File: config.mk
export PLATFORM = sky130hd
export DESIGN_NAME = gpa_port
export DESIGN_NICKNAME = d
export VERILOG_FILES = /design/src/gpa_pkg.sv /design/src/gpa_port.sv /design/src/gpa_pin.sv
export VERILOG_INCLUDE_DIRS = /design/src
export SDC_FILE = /design/constraint.sdc
export NUM_CORES = 1
export LEC_CHECK = 0
export BUFFER_PORTS_ARGS = -buffer_cell sky130_fd_sc_hd__buf_2
export CAP_MARGIN = 15
export CORE_MARGIN = 5
export CORE_UTILIZATION = 43
export CTS_BUF_LIST = sky130_fd_sc_hd__clkbuf_4 sky130_fd_sc_hd__clkbuf_8 sky130_fd_sc_hd__clkbuf_16
export DETAILED_ROUTE_END_ITERATION = 8
export PLACE_DENSITY = 0.81
export SLEW_MARGIN = 20
export SYNTH_ARGS = -nofsm -noshare
export SYNTH_HDL_FRONTEND = slang
export SYNTH_SLANG_ARGS = --single-unit
export TNS_END_PERCENT = 20
File: constraint.sdc
create_clock -name clk_i -period 1.3 [get_ports clk_i]
set_input_delay 0.195 -clock clk_i [delete_from_list [all_inputs] [get_ports clk_i]]
set_output_delay 0.195 -clock clk_i [all_outputs]
set_load 0.05 [all_outputs]
File: src/gpa_cfg.svh
/*
 * constants of the five-bit general-purpose port: offsets, widths, reset values.
 * assumes an 8-bit classic wishbone register bus decoded within the zero page.
 */
// What this block does
// input pin: level read returns pin
// output pin: level read returns latch
// level write updates all latch bits
// output pin driven from its latch bit
// reset clears latch, pins stay inputs
// reset: inputs, high impedance, pullups off
// pull-enable bit one turns pullup on
// output pin keeps pullup off always
// direction zero: driver off, read pin
// direction bits readable and writable
// pin four direction bit reads zero
// pin four usable as output only; the code fixes its use by PIN4_OUTPUT, input-only by default
// power-off stop: registers cleared, buffers off
// software reprograms port after power-off stop
// retained stop holds pins and registers
// port registers decoded in zero page
// software keeps unused pins from floating
// software keeps rail-tied pins as inputs
// shared peripheral overrides port output control
// analog input pin reads zero
// reserved bits read zero, writes ignored
`ifndef GPA_CFG_SVH
`define GPA_CFG_SVH

// ----------------------------------------
// register map
// ----------------------------------------
`define GPA_ADR_W       8
`define GPA_DAT_W       8
`define GPA_OFS_LEVEL   8'h00
`define GPA_OFS_PULL    8'h01
`define GPA_OFS_DIR     8'h03

// ----------------------------------------
// field layout and reset values
// ----------------------------------------
`define GPA_PINS        5
`define GPA_CTRL_PINS   4
`define GPA_PIN_FOUR    4
`define GPA_RST_LEVEL   5'h00
`define GPA_RST_PULL    4'h0
`define GPA_RST_DIR     4'h0

`endif

File: src/gpa_pkg.sv
/*
 * types shared by the port block and its pin cell.
 * assumes nothing beyond the constants header.
 */
package gpa_pkg;

   // ----------------------------------------
   // register select and operating mode
   // ----------------------------------------
   typedef enum logic [1:0] {REG_LEVEL, REG_PULL, REG_DIR, REG_NONE} gpa_reg_t;
   typedef enum logic [1:0] {MODE_RUN, MODE_RETAIN, MODE_OFF} gpa_mode_t;

endpackage : gpa_pkg

File: src/gpa_port.sv
/*
 * five-bit general-purpose port with level, pull-enable and direction registers.
 * assumes an 8-bit classic wishbone master in the zero page, pins synchronous to clk_i,
 * and stop-mode levels supplied by the power controller.
 */
`timescale 1ns/100ps
`include "gpa_cfg.svh"
module gpa_port
   import gpa_pkg::*;
#(
   parameter int  PINS         = `GPA_PINS,
   parameter int  CTRL_PINS    = `GPA_CTRL_PINS,
   parameter bit  PIN4_OUTPUT  = 1'b0
)
(
   input  wire logic                  clk_i,
   input  wire logic                  rst_i,
   input  wire logic                  wb_cyc_i,
   input  wire logic                  wb_stb_i,
   input  wire logic                  wb_we_i,
   input  wire logic [`GPA_ADR_W-1:0] wb_adr_i,
   input  wire logic [`GPA_DAT_W-1:0] wb_dat_i,
   input  wire logic                  wb_sel_i,
   output logic      [`GPA_DAT_W-1:0] wb_dat_o,
   output logic                       wb_ack_o,
   input  wire logic [PINS-1:0]       pin_in_i,
   output logic      [PINS-1:0]       pin_out_o,
   output logic      [PINS-1:0]       pin_oe_o,
   output logic      [PINS-1:0]       pull_en_o,
   output logic      [PINS-1:0]       in_buf_en_o,
   input  wire logic [PINS-1:0]       periph_oe_en_i,
   input  wire logic [PINS-1:0]       periph_oe_i,
   input  wire logic [PINS-1:0]       periph_out_i,
   input  wire logic [PINS-1:0]       analog_en_i,
   input  wire logic                  stop_power_off_i,
   input  wire logic                  stop_retained_i
);

   // ----------------------------------------
   // elaboration checks
   // ----------------------------------------
   if (PINS != `GPA_PINS || CTRL_PINS != `GPA_CTRL_PINS)
   begin : g_bad_pins
      $error("gpa_port: register layout serves only the documented pin counts");
   end

   // ----------------------------------------
   // address decode
   // ----------------------------------------
   function automatic gpa_reg_t reg_decode(input logic [`GPA_ADR_W-1:0] adr);
      gpa_reg_t sel;
      sel = REG_NONE;
      case (adr)                              // full zero-page decode
         `GPA_OFS_LEVEL: sel = REG_LEVEL;
         `GPA_OFS_PULL:  sel = REG_PULL;
         `GPA_OFS_DIR:   sel = REG_DIR;
         default:        sel = REG_NONE;
      endcase
      return sel;
   endfunction : reg_decode

   gpa_reg_t                 acc_reg;
   gpa_mode_t                mode;
   gpa_mode_t                next_mode;
   logic [PINS-1:0]          port_a_level;
   logic [CTRL_PINS-1:0]     port_a_pull_enable;
   logic [CTRL_PINS-1:0]     port_a_direction;
   wire                      bus_req;
   wire                      wr_take;
   wire                      wr_ok;
   wire  [PINS-1:0]          dir_eff;
   wire  [PINS-1:0]          pull_eff;
   wire  [PINS-1:0]          ibe_eff;
   wire  [PINS-1:0]          level_rd;
   logic [`GPA_DAT_W-1:0]    next_rd;

   assign acc_reg  = reg_decode(wb_adr_i);
   assign bus_req  = wb_cyc_i & wb_stb_i;
   // write lands on the edge where the master sees ack
   assign wr_take  = bus_req & wb_we_i & wb_sel_i & wb_ack_o;
   // the core is halted in either stop mode, so stray writes are dropped
   assign wr_ok    = wr_take & ~stop_power_off_i & ~stop_retained_i;

   // ----------------------------------------
   // operating mode
   // ----------------------------------------
   always_comb
   begin
      next_mode = MODE_RUN;
      case ({stop_power_off_i, stop_retained_i})
         2'b00:   next_mode = MODE_RUN;
         2'b01:   next_mode = MODE_RETAIN;
         default: next_mode = MODE_OFF;   // power-off wins
      endcase
   end

   always_ff @(posedge clk_i)
   begin
      if (rst_i)
         mode <= MODE_RUN;
      else
         mode <= next_mode;
   end

   // ----------------------------------------
   // port registers
   // ----------------------------------------
   // power-off clears exactly like reset: the registers lose their supply
   always_ff @(posedge clk_i)
   begin
      if (rst_i || stop_power_off_i)
      begin
         port_a_level       <= `GPA_RST_LEVEL;
         port_a_pull_enable <= `GPA_RST_PULL;
         port_a_direction   <= `GPA_RST_DIR;
      end
      else if (wr_ok)
      begin
         case (acc_reg)
            REG_LEVEL: port_a_level       <= wb_dat_i[PINS-1:0];
            REG_PULL:  port_a_pull_enable <= wb_dat_i[CTRL_PINS-1:0];
            REG_DIR:   port_a_direction   <= wb_dat_i[CTRL_PINS-1:0];
            default:   port_a_level       <= port_a_level;
         endcase
      end
   end

   // ----------------------------------------
   // effective pin controls
   // ----------------------------------------
   // pin four has no stored direction; its use is fixed by PIN4_OUTPUT
   assign dir_eff  = {PIN4_OUTPUT, port_a_direction};
   assign pull_eff = {1'b0, port_a_pull_enable};
   assign ibe_eff  = ~analog_en_i & {PINS{~stop_power_off_i}};

   // outputs read back the latch, inputs the pin through its buffer
   assign level_rd = (dir_eff & port_a_level)
                   | (~dir_eff & ibe_eff & pin_in_i);

   always_comb
   begin
      next_rd = 8'h00;
      case (acc_reg)
         REG_LEVEL: next_rd[PINS-1:0]      = level_rd;
         REG_PULL:  next_rd[CTRL_PINS-1:0] = port_a_pull_enable;
         REG_DIR:   next_rd[CTRL_PINS-1:0] = port_a_direction;
         default:   next_rd = 8'h00;
      endcase
   end

   // ----------------------------------------
   // wishbone slave: one wait state, unmapped reads give zero
   // ----------------------------------------
   always_ff @(posedge clk_i)
   begin
      if (rst_i)
      begin
         wb_ack_o <= 1'b0;
         wb_dat_o <= 8'h00;
      end
      else
      begin
         wb_ack_o <= bus_req & ~wb_ack_o;
         // data stands only with ack, zero otherwise
         wb_dat_o <= (bus_req & ~wb_we_i & ~wb_ack_o) ? next_rd : 8'h00;
      end
   end

   // ----------------------------------------
   // pin cells
   // ----------------------------------------
   for (genvar i = 0; i < PINS; i++)
   begin : g_pin
      gpa_pin u_pin (
         .clk_i          (clk_i),
         .rst_i          (rst_i),
         .latch_i        (port_a_level[i]),
         .dir_i          (dir_eff[i]),
         .pull_req_i     (pull_eff[i]),
         .periph_oe_en_i (periph_oe_en_i[i]),
         .periph_oe_i    (periph_oe_i[i]),
         .periph_out_i   (periph_out_i[i]),
         .analog_i       (analog_en_i[i]),
         .off_i          (stop_power_off_i),
         .hold_i         (stop_retained_i),
         .pin_out_o      (pin_out_o[i]),
         .pin_oe_o       (pin_oe_o[i]),
         .pull_en_o      (pull_en_o[i]),
         .in_buf_en_o    (in_buf_en_o[i])
      );
   end

   // ----------------------------------------
   // assertions
   // ----------------------------------------
   wire rd_level = bus_req & ~wb_we_i & (acc_reg == REG_LEVEL) & ~wb_ack_o;
   wire rd_dir   = bus_req & ~wb_we_i & (acc_reg == REG_DIR) & ~wb_ack_o;
   wire run_now  = ~stop_power_off_i & ~stop_retained_i;

   // expected buffer owner per pin: analog, then shared function, then direction
   wire [CTRL_PINS-1:0] pin_oe_o_next_lo = ~analog_en_i[CTRL_PINS-1:0]
      & ((periph_oe_en_i[CTRL_PINS-1:0] & periph_oe_i[CTRL_PINS-1:0])
         | (~periph_oe_en_i[CTRL_PINS-1:0] & port_a_direction));
endmodule : gpa_port

File: src/gpa_pin.sv
/*
 * one pin cell: output buffer, output value, pullup and input buffer control.
 * assumes shared functions arrive as per-pin override levels from outside.
 */
`timescale 1ns/100ps
module gpa_pin
   import gpa_pkg::*;
(
   input  wire logic clk_i,
   input  wire logic rst_i,
   input  wire logic latch_i,
   input  wire logic dir_i,
   input  wire logic pull_req_i,
   input  wire logic periph_oe_en_i,
   input  wire logic periph_oe_i,
   input  wire logic periph_out_i,
   input  wire logic analog_i,
   input  wire logic off_i,
   input  wire logic hold_i,
   output logic      pin_out_o,
   output logic      pin_oe_o,
   output logic      pull_en_o,
   output logic      in_buf_en_o
);

   // ----------------------------------------
   // buffer selection
   // ----------------------------------------
   wire next_oe;
   wire next_out;
   wire next_pull;
   wire next_ibe;

   // analog wins over shared digital, which wins over the port
   assign next_oe   = analog_i ? 1'b0 : (periph_oe_en_i ? periph_oe_i : dir_i);
   assign next_out  = analog_i ? 1'b0 : (periph_oe_en_i ? periph_out_i : latch_i);
   assign next_pull = pull_req_i & ~next_oe & ~analog_i;
   assign next_ibe  = ~analog_i;

   // ----------------------------------------
   // pin drive registers
   // ----------------------------------------
   always_ff @(posedge clk_i)
   begin
      if (rst_i || off_i)
      begin
         pin_out_o   <= 1'b0;
         pin_oe_o    <= 1'b0;
         pull_en_o   <= 1'b0;
         in_buf_en_o <= 1'b0;
      end
      else if (!hold_i)
      begin
         pin_out_o   <= next_out;
         pin_oe_o    <= next_oe;
         pull_en_o   <= next_pull;
         in_buf_en_o <= next_ibe;
      end
   end

endmodule : gpa_pin

==> results of run 1 <==
synthesized netlist by cell type (all sizes together) (4+ instances only):
master / n
a21oi: 13
a22oi: 9
and2: 4
buf: 30
dfxtp: 38
mux2: 13
mux2i: 13
nand2: 26
nor2: 23
nor4b: 6
o21ai: 4
or4b: 4
final cells by class:
class,instances,share of cell area
Multi-Input combinational cell,132,0.4025
Clock buffer,8,0.04703
Timing Repair Buffer,83,0.1967
Sequential cell,38,0.3260
Tap cell,52,0.02779
through the flow:
stage | setup TNS, ps | cell area [µm²] | power [mW] | instances
final | 0 | 2341 | 2.416 | 313
after global routing | -11.34 | 2341 | 2.523 | 313
after CTS | 0 | 2320 | 2.432 | 313
after detailed placement | -20.37 | 2210 | 1.507 | 305
after global placement | 0 | 2210 | 1.503 | 305
after floorplan | 0 | 1902 | 1.393 | 202
power groups by stage:
stage | registers (mW) | clock network (mW) | logic, mW
final | 1.18 | 0.934 | 0.304
after global routing | 1.18 | 1.02 | 0.327
after CTS | 1.18 | 0.951 | 0.303
after detailed placement | 1.21 | 0 | 0.301
after global placement | 1.20 | 0 | 0.298
after floorplan | 1.21 | 0 | 0.185
critical path, stage by stage, from the launching register on:
cell	delay, ps
dfxtp_1	320
mux2_4	270
or4b_1	490
a21oi_2	130
path summary, 6_finish.rpt:
path,start,end,slack [ps],depth (start not counted)
hold / removal,analog_en_i[4],wb_dat_o[4],120,2
setup reg to reg,port_a_direction[1],g_pin[1].u_pin.pull_en_o,30,3
setup / recovery,port_a_direction[1],g_pin[1].u_pin.pull_en_o,30,3
hold reg to reg,g_pin[2].u_pin.pull_en_o,g_pin[2].u_pin.pull_en_o,460,2
kinds of logic after synthesis:
group | count (synthesis) | share of synthesized area
buffers and inverters | 32 | 0.1152
multiplexers | 26 | 0.1543
AO/OA/AOI/OAI | 27 | 0.08543
flip-flops | 38 | 0.4026
other | 1 | 0.001985
AND/OR/NAND/NOR | 75 | 0.2404
sequential cells by signal (all words and copies together) (netlist names):
signal,cells
g_pin.u_pin.pin_out_o,5
wb_dat_o,5
g_pin.u_pin.pin_oe_o,5
port_a_direction,4
g_pin.u_pin.pull_en_o,4
wb_ack_o,1
port_a_level,5
g_pin.u_pin.in_buf_en_o,5
port_a_pull_enable,4
metal layers:
| layer | vias to the layer above | GRT usage |
|---|---|---|
| met2 | 46 | 0.2551 |
| li1 | 793 | - |
| met4 | 0 | 0.03846 |
| met5 | - | 0 |
| met1 | 734 | 0.1723 |
| met3 | 4 | 0.06147 |
cell usage in the layout (no fill, tap or decap), types with 5 or more instances in the layout:
master    count
buf_2        70
dfxtp_1      36
nand2_1      26
nor2_1       22
mux2i_1      13
buf_4        12
a21oi_1      10
mux2_2        9
a22oi_1       9
clkbuf_8      8
nor4b_1       5
timing repair:
action | in CTS | in global routing
setup endpoints to repair | 0 | 7
hold buffers | 0 | 0
gates resized for setup | 0 | 7
buffers inserted | 0 | 0
==> flow_summary_export.csv, run 1 <==
group,metric,value,unit
logic_synthesis,synth_area_leaders,"dfxtp_1, buf_4, mux2i_1",
floorplan,num_rows,24,
floorplan,die_y,76.29,µm
clocking,worstSkewPairLatency,280,ps
timing,clock.fmax,0.7857,GHz
power,switching_power,582.6,µW
power,clockPowerShare,0.387,
global_route,grt_antenna_before_repair,0,
power,seq_power_share,0.488,
global_route,grt_pass1_vias,1527,
logic_synthesis,synth_cell_types,27,
power,cellPowerDensity,1032,mW/mm²
setup_path,end_kind,"flip-flop",
power,leakagePower,1.086,nW
floorplan,core-area,0.004294,mm²
routing,wirelength,4458,µm
timing,fin_crit,1273,ps
cells_and_area,nNetsFinal,309,
place,portBuffers,70,
logic_synthesis,synthArstFlopShare,0,
logic_synthesis,synth.top_cell.area_share,0.4026,
setup_path,critPathKind,"reg2reg",
clocking,cts_inserted_buffers,5,
floorplan,start_util,0.4400,
routing,drc,0,
cells_and_area,diodes,0,
worst_hold_path,min_path_type,"in2reg",
place,gp_congestion,0.7914,
floorplan,io_pins,78,
routing,wl_met1,1781,µm
cells_and_area,utilization,0.5452,
place,preCtsSetupSlack,-11.06,ps
global_route,overflow,0,
logic_synthesis,ys.flop_type,"dfxtp_1",
power,swShare,0.2412,
timing,fin_skew,1.531,ps
routing,routed-wl-met3,336,µm
routing,via_per_inst,5.038,
setup_path,cp_max_fo,2,
routing,ant_nets,0,
routing,wl_met2,2314,µm
floorplan,die_area,0.005819,mm²
routing,vias,1577,
clocking,path_clk_slew,70,ps
power,p_int,1.833,mW
logic_synthesis,avgSynthCellArea,9.494,µm²
logic_synthesis,ys_ff_latch,38,
clocking,ctsHtreeMaxLevel,2,
routing,firstDrtPassIters,4,
logic_synthesis,yosysWarningCount,0,
place,dp_hpwl,3498,µm
logic_synthesis,syn_inst,199,
routing,first_iter_violations,85,
cells_and_area,drive_above_1_share,0.4636,
timing,slew_violations,0,
global_route,grt_util_all_layers,0.1496,
clocking,cts_sinks,38,
timing,setup_violations,0,
setup_path,crit_arrival,1490,ps
setup_path,cp-start-kind,"flip-flop",
clocking,clockBufferDepth,2,
cells_and_area,syn_to_final_growth,23.91,%
global_route,grt_max_degree,20,
flow_run,drv_cap,0,
routing,wl_per_cell,14.24,µm
logic_synthesis,synth-edff-count,0,
clocking,cts_tree,"built",
logic_synthesis,seq_area_frac_synth,0.4026,
routing,dr.max_layer_used,"met4",
timing,hold_viol_final,0,
power,ir_worst_vdd,468.9,µV
cells_and_area,regArea,763.2,µm²
global_route,grt_pass1_wl,7245,µm
timing,setup_ws,27.19,ps
logic_synthesis,yosysTopAreaCell,"dfxtp_1",
cells_and_area,fillers,392,
setup_path,worstPathRequired,1520,ps
logic_synthesis,synth_area,0.001889,mm²
timing,fin_crit_sh,0.9791,
cells_and_area,multi_input_area,942.2,µm²
timing,worst_hold_slack,117.6,ps
clocking,cts_root_buffer,"clkbuf_8",
power,p_comb_frac,0.126,
timing,rsz0062_at_grt,"yes",
run_status,status,"completed",
floorplan,dieWidth,76.29,µm
Note: power is estimated with default switching activity, not from simulation.
==> run 2: changes to the inputs <==
--- a/config.mk
+++ b/config.mk
@@ -8,8 +8,10 @@
 export LEC_CHECK = 0
 export BUFFER_PORTS_ARGS = -buffer_cell sky130_fd_sc_hd__buf_2
 export CAP_MARGIN = 15
+export CELL_PAD_IN_SITES_DETAIL_PLACEMENT = 1
+export CELL_PAD_IN_SITES_GLOBAL_PLACEMENT = 2
 export CORE_MARGIN = 5
-export CORE_UTILIZATION = 43
+export CORE_UTILIZATION = 25
 export CTS_BUF_LIST = sky130_fd_sc_hd__clkbuf_4 sky130_fd_sc_hd__clkbuf_8 sky130_fd_sc_hd__clkbuf_16
 export DETAILED_ROUTE_END_ITERATION = 8
 export PLACE_DENSITY = 0.81
==> flow_summary_export.csv, run 2 (synthesized netlist as in run 1, its figures left out) <==
group,metric,value,unit
clocking,cts_inserted_buffers,5,
power,swShare,0.2536,
power,p_int,1.746,mW
cells_and_area,diodes,0,
timing,fin_tns_setup,0,ps
setup_path,end_kind,"flip-flop",
power,p_comb_frac,0.131,
routing,drc,0,
place,preCtsSetupSlack,-55.13,ps
timing,rsz0062_at_grt,"yes",
floorplan,dieWidth,96.93,µm
cells_and_area,syn_to_final_growth,26.03,%
timing,hold_viol_final,0,
global_route,grt_util_all_layers,0.1173,
timing,slew_violations,0,
floorplan,num_rows,31,
global_route,grt_pass1_wl,9101,µm
setup_path,crit_arrival,1490,ps
power,ir_worst_vdd,291.9,µV
clocking,clockBufferDepth,2,
floorplan,die_area,0.009395,mm²
cells_and_area,layout_commonest_cell,"buf_2",
routing,wirelength,5326,µm
setup_path,cp-start-kind,"flip-flop",
cells_and_area,nNetsFinal,310,
routing,first_iter_violations,28,
setup_path,worstPathRequired,1520,ps
floorplan,core-area,0.007292,mm²
global_route,grt_pass1_vias,1841,
routing,vias,1608,
power,clockPowerShare,0.365,
clocking,worstSkewPairLatency,280,ps
timing,clock.fmax,0.7837,GHz
routing,wl_per_cell,14.75,µm
clocking,post_cts_buffers,0,
flow_run,drv_cap,0,
global_route,grt_antenna_before_repair,0,
routing,ant_nets,0,
timing,fin_crit,1276,ps
place,dp_hpwl,4447,µm
timing,fin_crit_sh,0.9816,
power,switching_power,593.4,µW
floorplan,io_pins,78,
global_route,grt_max_degree,20,
cells_and_area,fillers,889,
power,leakagePower,1.085,nW
cells_and_area,drive_above_1_share,0.4542,
cells_and_area,final_cell_mix,"buf_2, dfxtp_1, nand2_1, nor2_1",
run_status,status,"completed",
setup_path,critPathKind,"reg2reg",
clocking,cts_tree,"built",
clocking,cts_root_buffer,"clkbuf_8",
timing,fin_skew,3.011,ps
power,seq_power_share,0.504,
power,cellPowerDensity,982.6,mW/mm²
worst_hold_path,min_path_type,"in2reg",
routing,firstDrtPassIters,4,
setup_path,cp_max_fo,2,
floorplan,start_util,0.2591,
floorplan,die_y,96.93,µm
place,portBuffers,70,
timing,setup_ws,23.95,ps
global_route,overflow,0,
routing,via_per_inst,4.454,
clocking,hold_buffers,0,
clocking,path_clk_slew,70,ps
timing,setup_violations,0,
clocking,cts_sinks,38,
place,gp_congestion,0.7497,
clocking,ctsHtreeMaxLevel,2,
[run 2: worst paths after layout]
kind	slack, ps	end	depth (start not counted)	from
worst max-delay path	20	g_pin[2].u_pin.pull_en_o	3	port_a_direction[2]
worst min-delay path	120	wb_dat_o[4]	2	analog_en_i[4]
worst max register to register	20	g_pin[2].u_pin.pull_en_o	3	port_a_direction[2]
worst min register to register	470	g_pin[2].u_pin.pull_en_o	2	g_pin[2].u_pin.pull_en_o
[run 2: final cells by class]
class,instances,area (µm²),area share
tap,99,123.9,0.05202
timing repair buffer,84,467.9,0.1965
sequential,38,764.5,0.3211
clock inverter,1,5.005,0.002102
clock buffer,7,90.09,0.03784
multi-input combinational,132,929.6,0.3904
[run 2: layer usage]
metal,wire [µm],track usage
met3,226,0.03094
met5,0,0
met2,2983,0.2224
met1,2060,0.1254
met4,55,0.03564
[run 2: through the flow]
| step | utilization | cell area [µm²] | hold WS (ps) | total power, mW | cells |
|---|---|---|---|---|---|
| after global routing | 0.3265 | 2381 | 114.7 | 2.464 | 361 |
| final | 0.3265 | 2381 | 124.1 | 2.340 | 361 |
| after detailed placement | 0.3121 | 2276 | 434.1 | 1.515 | 353 |
| after CTS | 0.3252 | 2371 | 126.6 | 2.383 | 361 |
| after global placement | 0.3121 | 2276 | 432.7 | 1.511 | 353 |
| after floorplan | - | 1902 | 272.3 | 1.393 | 202 |
[run 2: worst max-delay path: stages (launching register included)]
cell and delay (ps):
dfxtp_1 310, mux2_4 270, or4b_1 480, a21oi_1 150
[run 2: timing repair]
item	CTS	global route
resized for setup	0	4
endpoints found under the setup margin	0	2
hold endpoints to repair	0	0
[run 2: power by group through the flow]
stage / sequential [mW] / combinational, mW / clock, mW
final: 1.18 / 0.307 / 0.855
after detailed placement: 1.21 / 0.310 / 0
after CTS: 1.18 / 0.311 / 0.895
after floorplan: 1.21 / 0.185 / 0
after global placement: 1.21 / 0.305 / 0
after global routing: 1.18 / 0.337 / 0.948
